$ cat config.mk
export PLATFORM = sky130hd
export DESIGN_NAME = erib_core
export DESIGN_NICKNAME = d
export VERILOG_FILES = /design/src/shared/erib_pkg.sv /design/src/hw/erib_core.sv
export VERILOG_INCLUDE_DIRS = /design/src /design/src/shared
export SDC_FILE = /design/constraint.sdc
export NUM_CORES = 1
export LEC_CHECK = 0
export BUFFER_PORTS_ARGS = -buffer_cell sky130_fd_sc_hd__buf_4
export CAP_MARGIN = 15
export CORE_MARGIN = 2
export CORE_UTILIZATION = 45
export CTS_BUF_LIST = sky130_fd_sc_hd__clkbuf_16
export DETAILED_ROUTE_END_ITERATION = 10
export PLACE_DENSITY = 0.69
export SKIP_CTS_REPAIR_TIMING = 1
export SKIP_LAST_GASP = 1
export SYNTH_ARGS = -nofsm -noshare
export SYNTH_HDL_FRONTEND = slang
export SYNTH_SLANG_ARGS = --single-unit
export TNS_END_PERCENT = 50
$ cat constraint.sdc
create_clock -name clk -period 2.6 [get_ports clk]
set_clock_uncertainty 0.05 [all_clocks]
set_input_delay 0.65 -clock clk [delete_from_list [all_inputs] [get_ports clk]]
set_output_delay 0.65 -clock clk [all_outputs]
set_load 0.02 [all_outputs]
$ cat src/shared/erib_map.svh
// Register indices, field positions, reset values and timing constants
`ifndef ERIB_MAP_SVH
`define ERIB_MAP_SVH

// Register indices; the byte address is four times the index
`define ERIB_IDX_CTRL       4'h0
`define ERIB_IDX_TLIMIT     4'h1
`define ERIB_IDX_SPDCAP     4'h2
`define ERIB_IDX_ACCEL      4'h3
`define ERIB_IDX_DECEL      4'h4
`define ERIB_IDX_ILKFAST    4'h5
`define ERIB_IDX_ILKSLOW    4'h6
`define ERIB_IDX_ILKTMO     4'h7
`define ERIB_IDX_HSTHR      4'h8
`define ERIB_IDX_SETTHR     4'h9
`define ERIB_IDX_SEQDLY     4'ha
`define ERIB_IDX_STATUS     4'hb
`define ERIB_NUM_CFG        11

// Control register fields
`define ERIB_CTRL_EN        0
`define ERIB_CTRL_SRC       1
`define ERIB_CTRL_CLR       2
`define ERIB_CTRL_ILKEN     3
`define ERIB_CTRL_KIND_LO   4
`define ERIB_CTRL_KIND_HI   5
`define ERIB_CTRL_SWON      8
`define ERIB_CTRL_SWOFF     9

// Reset values of the stored registers
`define ERIB_RST_CTRL       16'h0000
`define ERIB_RST_TLIMIT     16'h0ea6
`define ERIB_RST_SPDCAP     16'h03e8
`define ERIB_RST_RAMP       16'h03e8
`define ERIB_RST_ILKTMO     16'h0000
`define ERIB_RST_HSTHR      16'h07d0
`define ERIB_RST_SETTHR     16'h0064
`define ERIB_RST_SEQDLY     16'h0064

// Time limit value that means no timeout, and brake kinds that use one
`define ERIB_TLIMIT_NONE    12'hea6
`define ERIB_KIND_ONE       2'h1
`define ERIB_KIND_TWO       2'h2

// Base tick of one millisecond at the 40 MHz clock; slow tick is 8 ms
`define ERIB_CLK_HZ         40000000
`define ERIB_TICK_US        1000
`define ERIB_SLOW_DIV       3'h7

`endif

$ cat src/shared/erib_pkg.sv
// Types shared by the interlock and emergency reverse supervisor
package erib_pkg;

  typedef enum logic [2:0] {
    ST_IDLE    = 3'b000,
    ST_EMR     = 3'b001,
    ST_RELEASE = 3'b010,
    ST_ILKBRK  = 3'b011,
    ST_ILKSEQ  = 3'b100,
    ST_COAST   = 3'b101
  } erib_state_t;

  // Command to the drive: target speed, ramp count, bridge and brake
  typedef struct packed {
    logic signed [15:0] targetSpeed;
    logic [15:0]        rampCount;
    logic               bridgeOn;
    logic               mechBrakeOn;
  } erib_cmd_t;

  // Operator pins after synchronisation
  typedef struct packed {
    logic emrSwitch;
    logic interlock;
    logic throttle;
    logic direction;
  } erib_pins_t;

endpackage : erib_pkg

$ cat src/hw/erib_core.sv
// Emergency reverse and interlock braking supervisor with APB registers
//
// Added by the designer: the APB interface to the registers and the placing of the registers.
`timescale 1ns/1ps
`include "erib_map.svh"

// Operation
// RL1 - Reverse requests are ignored while the function enable is off.
// RL2 - Request comes from the switch pin when source is 0, software when 1.
// RL3 - Clear setting on: interlock, throttle and direction must release.
// RL4 - Clear setting off: only throttle and direction must release afterwards.
// RL5 - Reverse motion time is limited by a 0 to 3750 count, 8 ms each.
// RL6 - The maximum limit value means no timeout at all.
// RL7 - Forward motion during emergency reverse restarts the time limit timer.
// RL8 - Expiry of the time limit sets the timeout fault flag.
// RL9 - Releasing and reasserting the request clears the timeout fault.
// RL10 - A zero limit only stops the vehicle, never drives it backward.
// RL11 - Reverse speed is held to the programmed cap in emergency reverse.
// RL12 - After stopping, reverse acceleration uses the programmed accel ramp.
// RL13 - Reverse motion below the cap is raised to it with the accel ramp.
// RL14 - Forward motion is braked to a stop with the decel ramp.
// RL15 - Reverse motion above the cap is lowered to it with the decel ramp.
// RL16 - Interlock braking on: regen stops the vehicle on interlock removal.
// RL17 - Interlock braking off: bridge turns off after the sequencing delay.
// RL18 - At high speed, interlock braking uses the fast-speed ramp.
// RL19 - At low speed, interlock braking uses the separate slow-speed ramp.
// RL20 - Interlock brake timer, 0 to 1000 counts, starts at interlock removal.
// RL21 - Timer expiry above the set-speed threshold engages the mech brake.
// RL22 - Regen braking continues together with the engaged mechanical brake.
// RL23 - Interlock brake timeout applies only for brake kind 1 or 2.
// RL24 - All timers and ramps count on a fixed periodic control tick.
module erib_core #(
  parameter int unsigned TICK_CYCLES = (`ERIB_CLK_HZ / 1000000) * `ERIB_TICK_US
) (
  input  wire logic               clk,
  input  wire logic               resetn,
  input  wire logic               psel,
  input  wire logic               penable,
  input  wire logic               pwrite,
  input  wire logic [11:0]        paddr,
  input  wire logic [31:0]        pwdata,
  output logic [31:0]             prdata,
  output logic                    pready,
  output logic                    pslverr,
  input  wire erib_pkg::erib_pins_t pinsRaw,
  input  wire logic signed [15:0] motorSpeed,
  output erib_pkg::erib_cmd_t     driveCmd,
  output logic                    emrActive,
  output logic                    emrTimeoutFault,
  output logic                    driveAllowed
);
  import erib_pkg::*;

  // ==========================================================================
  // Helper functions
  // ==========================================================================
  // Magnitude of a signed speed, saturating the most negative value
  function automatic logic [15:0] absSpeed(input logic signed [15:0] s);
    logic [15:0] r;
    r = s[15] ? 16'(-s) : 16'(s);
    if (r[15])
      r = 16'h7fff;
    return r;
  endfunction : absSpeed

  // Address decode: index of a mapped register, valid flag in bit 4
  function automatic logic [4:0] decodeAddr(input logic [11:0] a);
    logic [4:0] r;
    r = 5'h00;
    if (a[11:6] != 6'h00 || a[1:0] != 2'h0)
      r = 5'h00;
    else if (a[5:2] <= `ERIB_IDX_STATUS)
      r = {1'b1, a[5:2]};
    else
      r = 5'h00;
    return r;
  endfunction : decodeAddr

  // Reset value of each stored register
  function automatic logic [15:0] resetVal(input int idx);
    logic [15:0] r;
    r = `ERIB_RST_RAMP;
    if (idx == int'(`ERIB_IDX_CTRL))
      r = `ERIB_RST_CTRL;
    else if (idx == int'(`ERIB_IDX_TLIMIT))
      r = `ERIB_RST_TLIMIT;
    else if (idx == int'(`ERIB_IDX_SPDCAP))
      r = `ERIB_RST_SPDCAP;
    else if (idx == int'(`ERIB_IDX_ILKTMO))
      r = `ERIB_RST_ILKTMO;
    else if (idx == int'(`ERIB_IDX_HSTHR))
      r = `ERIB_RST_HSTHR;
    else if (idx == int'(`ERIB_IDX_SETTHR))
      r = `ERIB_RST_SETTHR;
    else if (idx == int'(`ERIB_IDX_SEQDLY))
      r = `ERIB_RST_SEQDLY;
    return r;
  endfunction : resetVal

  // ==========================================================================
  // Pin synchronisers
  // ==========================================================================
  logic [3:0]  pinMeta_reg;
  logic [3:0]  pinSync_reg;
  erib_pins_t  pins;

  // Two flops per operator pin; only the second stage is read
  always_ff @(posedge clk or negedge resetn)
    if (!resetn)
    begin
      pinMeta_reg <= 4'h0;
      pinSync_reg <= 4'h0;
    end
    else
    begin
      pinMeta_reg <= pinsRaw;
      pinSync_reg <= pinMeta_reg;
    end

  assign pins = erib_pins_t'(pinSync_reg);

  // ==========================================================================
  // APB register file
  // ==========================================================================
  logic [15:0] cfgReg [0:`ERIB_NUM_CFG-1];
  logic [15:0] statusWord;
  logic [4:0]  dec;
  logic        wrEn;
  logic        swOn_reg;

  assign dec     = decodeAddr(paddr);
  assign wrEn    = psel && penable && pwrite && dec[4]
                   && dec[3:0] != `ERIB_IDX_STATUS;
  assign pready  = 1'b1;  // Zero wait states; read data latched at setup
  assign pslverr = psel && penable && !dec[4];

  // Stored configuration words, one generated slot per register
  for (genvar g = 0; g < `ERIB_NUM_CFG; g++)
  begin : gCfg
    always_ff @(posedge clk or negedge resetn)
      if (!resetn)
        cfgReg[g] <= resetVal(g);
      else if (wrEn && dec[3:0] == 4'(g))
        cfgReg[g] <= pwdata[15:0];
  end

  // Read data captured in the setup cycle so it comes from a flop
  always_ff @(posedge clk or negedge resetn)
    if (!resetn)
      prdata <= 32'h0000_0000;
    else if (psel && !penable)
    begin
      if (!dec[4])
        prdata <= 32'h0000_0000;
      else if (dec[3:0] == `ERIB_IDX_STATUS)
        prdata <= {16'h0000, statusWord};
      else if (dec[3:0] == `ERIB_IDX_CTRL)
        prdata <= {26'h0000000, cfgReg[dec[3:0]][`ERIB_CTRL_KIND_HI:0]};
      else
        prdata <= {16'h0000, cfgReg[dec[3:0]]};
    end

  // Configuration fields
  logic        cfgEn;
  logic        cfgSrc;
  logic        cfgClr;
  logic        cfgIlkEn;
  logic [1:0]  cfgKind;
  logic [11:0] tLimit;
  logic [15:0] spdCap;
  logic [9:0]  ilkTmo;
  logic        kindOk;

  assign cfgEn    = cfgReg[`ERIB_IDX_CTRL][`ERIB_CTRL_EN];
  assign cfgSrc   = cfgReg[`ERIB_IDX_CTRL][`ERIB_CTRL_SRC];
  assign cfgClr   = cfgReg[`ERIB_IDX_CTRL][`ERIB_CTRL_CLR];
  assign cfgIlkEn = cfgReg[`ERIB_IDX_CTRL][`ERIB_CTRL_ILKEN];
  assign cfgKind  = cfgReg[`ERIB_IDX_CTRL][`ERIB_CTRL_KIND_HI:
                                           `ERIB_CTRL_KIND_LO];
  assign tLimit   = cfgReg[`ERIB_IDX_TLIMIT][11:0];
  assign spdCap   = cfgReg[`ERIB_IDX_SPDCAP];
  assign ilkTmo   = cfgReg[`ERIB_IDX_ILKTMO][9:0];
  assign kindOk   = cfgKind == `ERIB_KIND_ONE
                    || cfgKind == `ERIB_KIND_TWO;  // [RL23]

  // Software request: enable and disable commands are write pulses
  always_ff @(posedge clk or negedge resetn)
    if (!resetn)
      swOn_reg <= 1'b0;
    else if (wrEn && dec[3:0] == `ERIB_IDX_CTRL)
    begin
      if (pwdata[`ERIB_CTRL_SWON])
        swOn_reg <= 1'b1;
      else if (pwdata[`ERIB_CTRL_SWOFF])
        swOn_reg <= 1'b0;
    end

  // ==========================================================================
  // Control tick dividers
  // ==========================================================================
  logic [31:0] tickCnt_reg;
  logic [2:0]  slowCnt_reg;
  logic        tick;
  logic        slowTick;

  // One millisecond base tick and an eight millisecond slow tick
  always_ff @(posedge clk or negedge resetn)  // [RL24]
    if (!resetn)
    begin
      tickCnt_reg <= 32'h0000_0000;
      slowCnt_reg <= 3'h0;
    end
    else if (tick)
    begin
      tickCnt_reg <= 32'h0000_0000;
      slowCnt_reg <= slowCnt_reg + 3'h1;
    end
    else
      tickCnt_reg <= tickCnt_reg + 32'h0000_0001;

  assign tick     = tickCnt_reg == 32'(TICK_CYCLES - 1);
  assign slowTick = tick && slowCnt_reg == `ERIB_SLOW_DIV;

  // ==========================================================================
  // Request selection and state machine
  // ==========================================================================
  erib_state_t state_reg;
  erib_state_t state_next;
  logic        emrReq;
  logic        emrReqDly_reg;
  logic        emrRise;
  logic        fault_reg;
  logic        tlExpire;
  logic        seqDone;
  logic        released;

  // Source selector picks pin or software; enable gates both
  assign emrReq  = cfgEn && (cfgSrc ? swOn_reg : pins.emrSwitch); // [RL1][RL2]
  assign emrRise = emrReq && !emrReqDly_reg;
  // Interlock must also drop only when the clear setting asks for it
  assign released = !pins.throttle && !pins.direction
                    && (!cfgClr || !pins.interlock);  // [RL3][RL4]

  always_comb
  begin
    state_next = state_reg;
    case (state_reg)
      ST_IDLE:
        if (emrReq)
          state_next = ST_EMR;
        else if (!pins.interlock)
          state_next = cfgIlkEn ? ST_ILKBRK : ST_ILKSEQ;  // [RL16][RL17]
      ST_EMR:
        if (!emrReq)
          state_next = ST_RELEASE;
      ST_RELEASE:
        if (emrReq)
          state_next = ST_EMR;
        else if (released)
          state_next = ST_IDLE;
      ST_ILKBRK:
        if (emrReq)
          state_next = ST_EMR;
        else if (pins.interlock)
          state_next = ST_IDLE;
      ST_ILKSEQ:
        if (pins.interlock)
          state_next = ST_IDLE;
        else if (seqDone)
          state_next = ST_COAST;
      ST_COAST:
        if (pins.interlock)
          state_next = ST_IDLE;
      default:
        state_next = ST_IDLE;
    endcase
  end

  always_ff @(posedge clk or negedge resetn)
    if (!resetn)
    begin
      state_reg     <= ST_IDLE;
      emrReqDly_reg <= 1'b0;
    end
    else
    begin
      state_reg     <= state_next;
      emrReqDly_reg <= emrReq;
    end

  // ==========================================================================
  // Emergency reverse time limit and fault
  // ==========================================================================
  logic [11:0] emrCnt_reg;

  // Counts slow ticks while moving backward; forward motion restarts it
  always_ff @(posedge clk or negedge resetn)
    if (!resetn)
      emrCnt_reg <= 12'h000;
    else if (state_reg != ST_EMR || motorSpeed > 16'sd0)
      emrCnt_reg <= 12'h000;  // [RL7]
    else if (motorSpeed < 16'sd0 && slowTick && emrCnt_reg != tLimit)
      emrCnt_reg <= emrCnt_reg + 12'h001;  // [RL5]

  // Zero limit is stop-only, so only nonzero finite limits raise the fault
  assign tlExpire = state_reg == ST_EMR && emrCnt_reg == tLimit
                    && tLimit != 12'h000
                    && tLimit != `ERIB_TLIMIT_NONE;  // [RL6]

  // Set wins over the clear made by a fresh request edge
  always_ff @(posedge clk or negedge resetn)
    if (!resetn)
      fault_reg <= 1'b0;
    else if (tlExpire)
      fault_reg <= 1'b1;  // [RL8]
    else if (emrRise)
      fault_reg <= 1'b0;  // [RL9]

  // ==========================================================================
  // Interlock braking timers
  // ==========================================================================
  logic [15:0] ilkCnt_reg;
  logic        ilkTimedOut_reg;
  logic [15:0] spdAbs;

  assign spdAbs  = absSpeed(motorSpeed);
  assign seqDone = ilkCnt_reg >= cfgReg[`ERIB_IDX_SEQDLY];

  // Restarted on every state change, so it starts at interlock removal
  always_ff @(posedge clk or negedge resetn)
    if (!resetn)
      ilkCnt_reg <= 16'h0000;
    else if (state_next != state_reg)
      ilkCnt_reg <= 16'h0000;  // [RL20]
    else if (ilkCnt_reg != 16'hffff
             && ((state_reg == ST_ILKBRK && slowTick)
                 || (state_reg == ST_ILKSEQ && tick)))
      ilkCnt_reg <= ilkCnt_reg + 16'h0001;

  // Brake latch holds for the rest of the braking event
  always_ff @(posedge clk or negedge resetn)
    if (!resetn)
      ilkTimedOut_reg <= 1'b0;
    else if (state_reg != ST_ILKBRK)
      ilkTimedOut_reg <= 1'b0;
    else if (kindOk && ilkCnt_reg >= 16'(ilkTmo)
             && spdAbs >= cfgReg[`ERIB_IDX_SETTHR])
      ilkTimedOut_reg <= 1'b1;  // [RL21][RL23]

  // ==========================================================================
  // Drive command
  // ==========================================================================
  erib_cmd_t cmd_next;
  erib_cmd_t cmd_reg;
  logic      stopOnly;

  assign stopOnly = tLimit == 12'h000 || fault_reg;  // [RL10]

  always_comb
  begin
    cmd_next = '{targetSpeed: 16'sd0,
                 rampCount:   cfgReg[`ERIB_IDX_DECEL],
                 bridgeOn:    1'b1,
                 mechBrakeOn: 1'b0};
    case (state_reg)
      ST_EMR:
      begin
        if (!stopOnly)
          cmd_next.targetSpeed = -$signed(spdCap);  // [RL11]
        // Forward, too fast backward or stop-only brakes; otherwise ramp up
        if (!stopOnly && motorSpeed <= 16'sd0
            && spdAbs <= spdCap)
          cmd_next.rampCount = cfgReg[`ERIB_IDX_ACCEL];  // [RL12][RL13]
        else
          cmd_next.rampCount = cfgReg[`ERIB_IDX_DECEL];  // [RL14][RL15]
      end
      ST_ILKBRK:
      begin
        if (spdAbs > cfgReg[`ERIB_IDX_HSTHR])
          cmd_next.rampCount = cfgReg[`ERIB_IDX_ILKFAST];  // [RL18]
        else
          cmd_next.rampCount = cfgReg[`ERIB_IDX_ILKSLOW];  // [RL19]
        // Regen stays on beside the mechanical brake
        cmd_next.mechBrakeOn = ilkTimedOut_reg;  // [RL22]
      end
      ST_COAST:
        cmd_next.bridgeOn = 1'b0;  // [RL17]
      default:
        cmd_next.rampCount = cfgReg[`ERIB_IDX_DECEL];
    endcase
  end

  always_ff @(posedge clk or negedge resetn)
    if (!resetn)
      cmd_reg <= '0;
    else
      cmd_reg <= cmd_next;

  assign driveCmd        = cmd_reg;
  assign emrActive       = state_reg == ST_EMR;
  assign emrTimeoutFault = fault_reg;
  assign driveAllowed    = state_reg == ST_IDLE && pins.interlock;
  assign statusWord      = {10'h000, ilkTimedOut_reg, swOn_reg,
                            fault_reg, state_reg};

  // ==========================================================================
  // Assertions
  // ==========================================================================
  disabled_ignore_a: assert property (@(posedge clk) disable iff (!resetn)
    state_reg == ST_IDLE && !cfgEn |=> state_reg != ST_EMR)  // [RL1]
    else $error("reverse entered while function disabled");

  pin_source_a: assert property (@(posedge clk) disable iff (!resetn)
    state_reg == ST_IDLE && cfgEn && !cfgSrc && pins.emrSwitch
    |=> state_reg == ST_EMR)  // [RL2]
    else $error("switch request not taken");

  clear_interlock_a: assert property (@(posedge clk) disable iff (!resetn)
    state_reg == ST_RELEASE && cfgClr && pins.interlock
    |=> state_reg != ST_IDLE)  // [RL3]
    else $error("drive resumed with interlock still set");

  clear_short_a: assert property (@(posedge clk) disable iff (!resetn)
    state_reg == ST_RELEASE && !cfgClr && !emrReq && !pins.throttle
    && !pins.direction |=> state_reg == ST_IDLE)  // [RL4]
    else $error("drive not resumed after release");

  forward_restart_a: assert property (@(posedge clk) disable iff (!resetn)
    state_reg == ST_EMR && motorSpeed > 16'sd0
    |=> emrCnt_reg == 12'h000)  // [RL7]
    else $error("time limit not restarted by forward motion");

  fault_set_a: assert property (@(posedge clk) disable iff (!resetn)
    tlExpire |=> fault_reg ##1 (fault_reg || $past(emrRise)))  // [RL8]
    else $error("timeout fault not set");

  no_timeout_a: assert property (@(posedge clk) disable iff (!resetn)
    tLimit == `ERIB_TLIMIT_NONE && !fault_reg |=> !fault_reg)  // [RL6]
    else $error("fault with unlimited time");

  stop_only_a: assert property (@(posedge clk) disable iff (!resetn)
    state_reg == ST_EMR && tLimit == 12'h000
    |=> cmd_reg.targetSpeed == 16'sd0)  // [RL10]
    else $error("reverse driven with zero limit");

  coast_off_a: assert property (@(posedge clk) disable iff (!resetn)
    state_reg == ST_COAST ##1 state_reg == ST_COAST
    |-> !cmd_reg.bridgeOn)  // [RL17]
    else $error("bridge on while coasting");

  brake_kind_a: assert property (@(posedge clk) disable iff (!resetn)
    cmd_reg.mechBrakeOn |-> $past(kindOk, 2) && cmd_reg.bridgeOn)  // [RL23]
    else $error("brake engaged for wrong kind");

endmodule : erib_core

## After elaboration in Yosys (flattened, before gate mapping)

Cells that the tools add are included.

| cells by class | value |
|---|---|
| add/sub/neg operators | 6 |
| multiply operators | 0 |
| reductions and logical operators | 61 |
| bitwise operators | 1 |
| shift operators | 0 |
| equal/unequal tests | 28 |
| divide/modulo/power cells | 0 |
| muxes and demuxes | 40 |
| $lt $le $gt $ge | 10 |

Operators with widths:

| cell | count |
|---|---|
| 2-to-1 mux 16 bit | 11 |
| binary-select mux 16 bit (select 4 bit) | 1 |
| 2-to-1 mux 32 bit | 2 |
| logical AND 1 bit | 35 |
| adder 32 x 1 -> 32 bit, second input constant | 1 |
| equality test 32 x 16 -> 1 bit, second input constant | 1 |
| >= comparator 16 bit | 2 |
| negator 16 bit | 2 |
| one-hot mux 16 bit (2 select lines) | 1 |
| 2-to-1 mux 3 bit | 10 |
| 2-to-1 mux 12 bit | 2 |
| one-hot mux 3 bit (6 select lines) | 1 |
| adder 16 x 1 -> 16 bit, second input constant | 1 |
| equality test 4 x 3 -> 1 bit, second input constant | 4 |
| equality test 4 bit, second input constant | 4 |
| >= comparator 16 x 10 -> 1 bit | 1 |
| greater-than comparator 16 x 1 -> 1 bit, second input constant | 1 |
| greater-than comparator 16 bit | 1 |
| less-or-equal comparator 16 x 1 -> 1 bit, second input constant | 1 |
| less-or-equal comparator 16 bit | 1 |
| less-than comparator 16 x 1 -> 1 bit, second input constant | 1 |
| != test 16 bit, second input constant | 1 |
| 2-to-1 mux 15 bit | 1 |
| adder 12 x 1 -> 12 bit, second input constant | 1 |
| 29 further kinds | 59 |

| storage, ports and cells | value |
|---|---|
| memories kept | 0 |
| memory bits (read-only) | 0 |
| logic and storage cells | 173 |
| bits in writable memories | 0 |
| register bits | 320 |
| bits in latches | 0 |

## Logic depth before layout (Yosys ltp)

| depth | value |
|---|---|
| depth in word-level cells | 10 |
| depth in mapped cells | 14 |
| depth with buffers taken out | 13 |

## Least setup slack after synthesis

Ideal clock, no wire load.

| timing | value |
|---|---|
| kind | input-to-reg |
| start point | input port motorSpeed[9] |
| end point | register cmd_reg, in the netlist driveCmd[11] |
| stages | 14 |
| data required time | 2.479 ns |
| setup time | 0.071 ns |
| path buffers | 2 |
| slack | -1.462 ns |
| arrival | 3.941 ns |
| cell sequence | or4_4 or4_4 nor2_1 nand3_1 clkbuf_1 nand2_1 ha_1 inv_1 or4_1 a311o_1 o211ai_1 clkbuf_1 o211ai_1 nand4_1 |

RTL lines:

| element | RTL line | text |
|---|---|---|
| start, declared | erib_core.sv:46 | `input wire logic signed [15:0] motorSpeed,` |
| end signal, assigned | erib_core.sv:397 | `cmd_reg <= cmd_next;` |
| end, declared | erib_core.sv:354 | `erib_cmd_t cmd_reg;` |

==> metrics.md <==
| Metric | Value |
|---|---|
| Status | finished with violations |
| Failing checks | setup timing |
| Die width | 195 um |
| Syn Inst Count | 1654 |
| Remaining DRCs | 0 |
| Post-Place Setup Slack | -1560 ps |
| DP Cell Count | 2325 |
| Max FO, Critical Path | 16 |
| Relative slew margins | 50.2% |
| Slew Viols, Final | 0 |
| Initial Util | 45.4% |
| Critical path startpoint category | primary input |
| Syn Area/Cell | 9.97 sq um |
| Setup crit end kind | register |
| Core Area | 36300 sq um |
| Crit path buffers/inverters | 2 |
| Fin util | 56.6% |
| Initial antenna violation count | 0 |
| Via count | 14200 |
| RSZ-0062 raised after global routing | yes |
| Nets | 2048 |
| Share of the synthesized area in the top cell type | 38.7% |
| Family with the most delay on the worst path | simple AND/OR/NAND/NOR gates |
| Power Dens Cells | 529 nW/um^2 |
| Area grow syn2layout | 24.8% |
| Antenna viol nets, final | 0 |
| Number of synthesized flops with an enable pin | 0 |
| Crit path largest cell delay | 530 ps |
| CTS tree | yes |
| Worst-Skew Late Latency | 530 ps |
| First-pass DRT Iterations | 6 |
| Beginning of the critical path | motorSpeed[9] |
| Vias in the first global route | 14200 |
| Register area share after synthesis | 46.5% |
| Final period util | 139% |
| RR Startpoint | tickCnt_reg[29] |
| Synth top area cells | dfrtp_1 (39%), mux2_2 (9.1%), dfstp_2 (7.8%) |
| Die height | 195 um |
| Worst path required time | 2940 ps |
| CTS Buf Count | 35 |
| Gpl congestion | 0.956 |
| Average wire per standard cell | 22.0 um |
| Starting DRC count in detailed routing | 1459 |
| N_diodes | 0 |
| Max H-tree Level | 2 |
| Fin cells | 2396 |
| GR Overflow Total | 0 |
| Clk pin slew, worst setup/hold paths | 60 ps |
| Root Buffer | clkbuf_16 |
| Setup TNS | -17050 ps |
| Yosys cell types | 70 |
| Detailed placement HPWL | 38.7 mm |
| Most frequent cells in the layout | buf_4 (286), dfrtp_1 (255), nand2_1 (149) |
| CTS max path bufs | 3 |
| # fillers | 3064 |
| Vias per cell | 5.94 |
| Fin crit period | 3610 ps |
| Peak Freq | 277 MHz |
| CTS sink cnt | 304 |
| Worst-case reg-to-reg path depth | 7 |
| Hold_ws | 48.4 ps |
| I/O Pins | 140 |
| FF+latch count, synth | 304 |
| HP Class | primary input to asynchronous set/reset pin |
| Final setup violation count | 26 |
| Worst slew pin tran | 742 ps |
| Commonest non-fill, non-tap cell in the layout | buf_4 |
| Largest net degree at the start of global routing | 64 |
| Layout cells sized above 1 | 31.0% |
| Port bufs | 106 |
| Synth Cell Area | 16500 sq um |
| Crit path max-delay cell type | or4_4 |
| Arr. time, crit path | 3950 ps |
| Ys async rst share | 100% |
| Final Hold Fails | 0 |
| Max IR drop VDD | 570 uV |
| Min setup slack post-route | -1010 ps |
| GR Util All Layers | 27.6% |
| Global-route wire length before repair | 81.3 mm |
| Number of flip-flops under the largest register name | 155 |
| Critical path depth in cells | 15 |
| P_leak | 0.00987 uW |
| Synth area leader | dfrtp_1 |
| Die area | 38200 sq um |
| Num rows | 70 |
| Routed WL | 52.7 mm |
| Max-cap violations | 0 |
| CP Class | primary input to register |
| Main flop type after synthesis | dfrtp_1 |
| Yosys warning total | 0 |
| Critical path, cell by cell | buf_6, or4_4, or4_4, nor2_4, nand2_2, a21oi_2, a31oi_2, ha_1, nand4_1, or4_1, a311o_1, o211a_1, buf_12, nand3_1, nand4_1 |
## per-stage QoR
stage	total power, uW	cell area [sq um]
finish	10900	20600
global route	11300	20600
CTS	10900	20300
detailed placement	6120	19200
global placement	6100	19200
floorplan	5520	16700
## worst register-to-register path, cell delays in order (launching register included)
cell and delay [ps]:
dfrtp_1 390, nor4_2 360, buf_4 180, nand3_1 70, or3_4 410, or4b_1 680
or3_1 400, a21oi_1 140
## cells in the mapped netlist, types with 3 or more instances
master     instances
nand2b_1           8
nor2b_1           10
nand3_1           58
nor4_1            23
and4_1             5
mux2_2           133
a211oi_1           9
mux2i_1            6
a211o_1            5
o21bai_1           4
nor2_1            98
nor3b_1            3
a22o_1             3
xor2_1            46
nand4_1           57
o22ai_1           57
ha_1              78
a2111oi_0          3
nand2_1          152
a21oi_1           44
a221oi_1          16
nor3_1            37
o211ai_1          27
xnor2_1           38
o21ai_0           96
o21a_1             6
or3_1              5
a31oi_1            4
clkbuf_1          86
dfrtp_1          255
o31ai_1           11
or2_2              5
buf_4             17
dfstp_2           49
and2_1             4
nand4b_1           4
inv_1             87
buf_2             11
a21o_1            26
or4_1              8
a32o_1             9
and3_1            15
## layout make-up
type                            count  area (sq um)  area share (%)
Multi-Input combinational cell   1161          8290            40.3
Sequential cell                   304          7670            37.3
Timing Repair Buffer              312          2610            12.7
Clock buffer                       35           876            4.25
Tap cell                          468           586            2.84
Inverter                           87           327            1.59
Clock inverter                     29           225            1.09
## where the power goes
part / total, uW / switching [uW] / internal [uW]
clock: 4800 / 2040 / 2770
combinational: 1240 / 788 / 451
sequential: 4840 / 62.1 / 4780
total: 10900 / 2890 / 8000
## layer usage
| metal | track usage, % | up-vias | wire (um) |
|---|---|---|---|
| met4 | 13.6 | 0 | 2810 |
| met5 | 0 | - | 0 |
| met3 | 4.66 | 149 | 4350 |
| li1 | - | 6437 | - |
| met2 | 43.8 | 683 | 24000 |
| met1 | 36.7 | 6962 | 21600 |
## final timing paths
kind	to	slack, ps
hold / removal	cfgReg[43]	50
setup / recovery	driveCmd[7]	-1010
max in group asynchronous	cfgReg[102]	1660
hold reg to reg	pinSync_reg[2]	300
setup reg to reg	emrCnt_reg[11]	-140
min in group clk	pinMeta_reg[3]	190
## kinds of logic after synthesis
family / synth area share, %
other: 0.0455
AOI/OAI and AO/OA: 13.5
xor gates and xnor gates: 4.46
muxes: 9.44
DFF: 46.5
adders and majority gates: 5.92
buffers and inverters: 5.16
and+or+nand+nor: 15.0
Power figures use the tool's default switching activity.
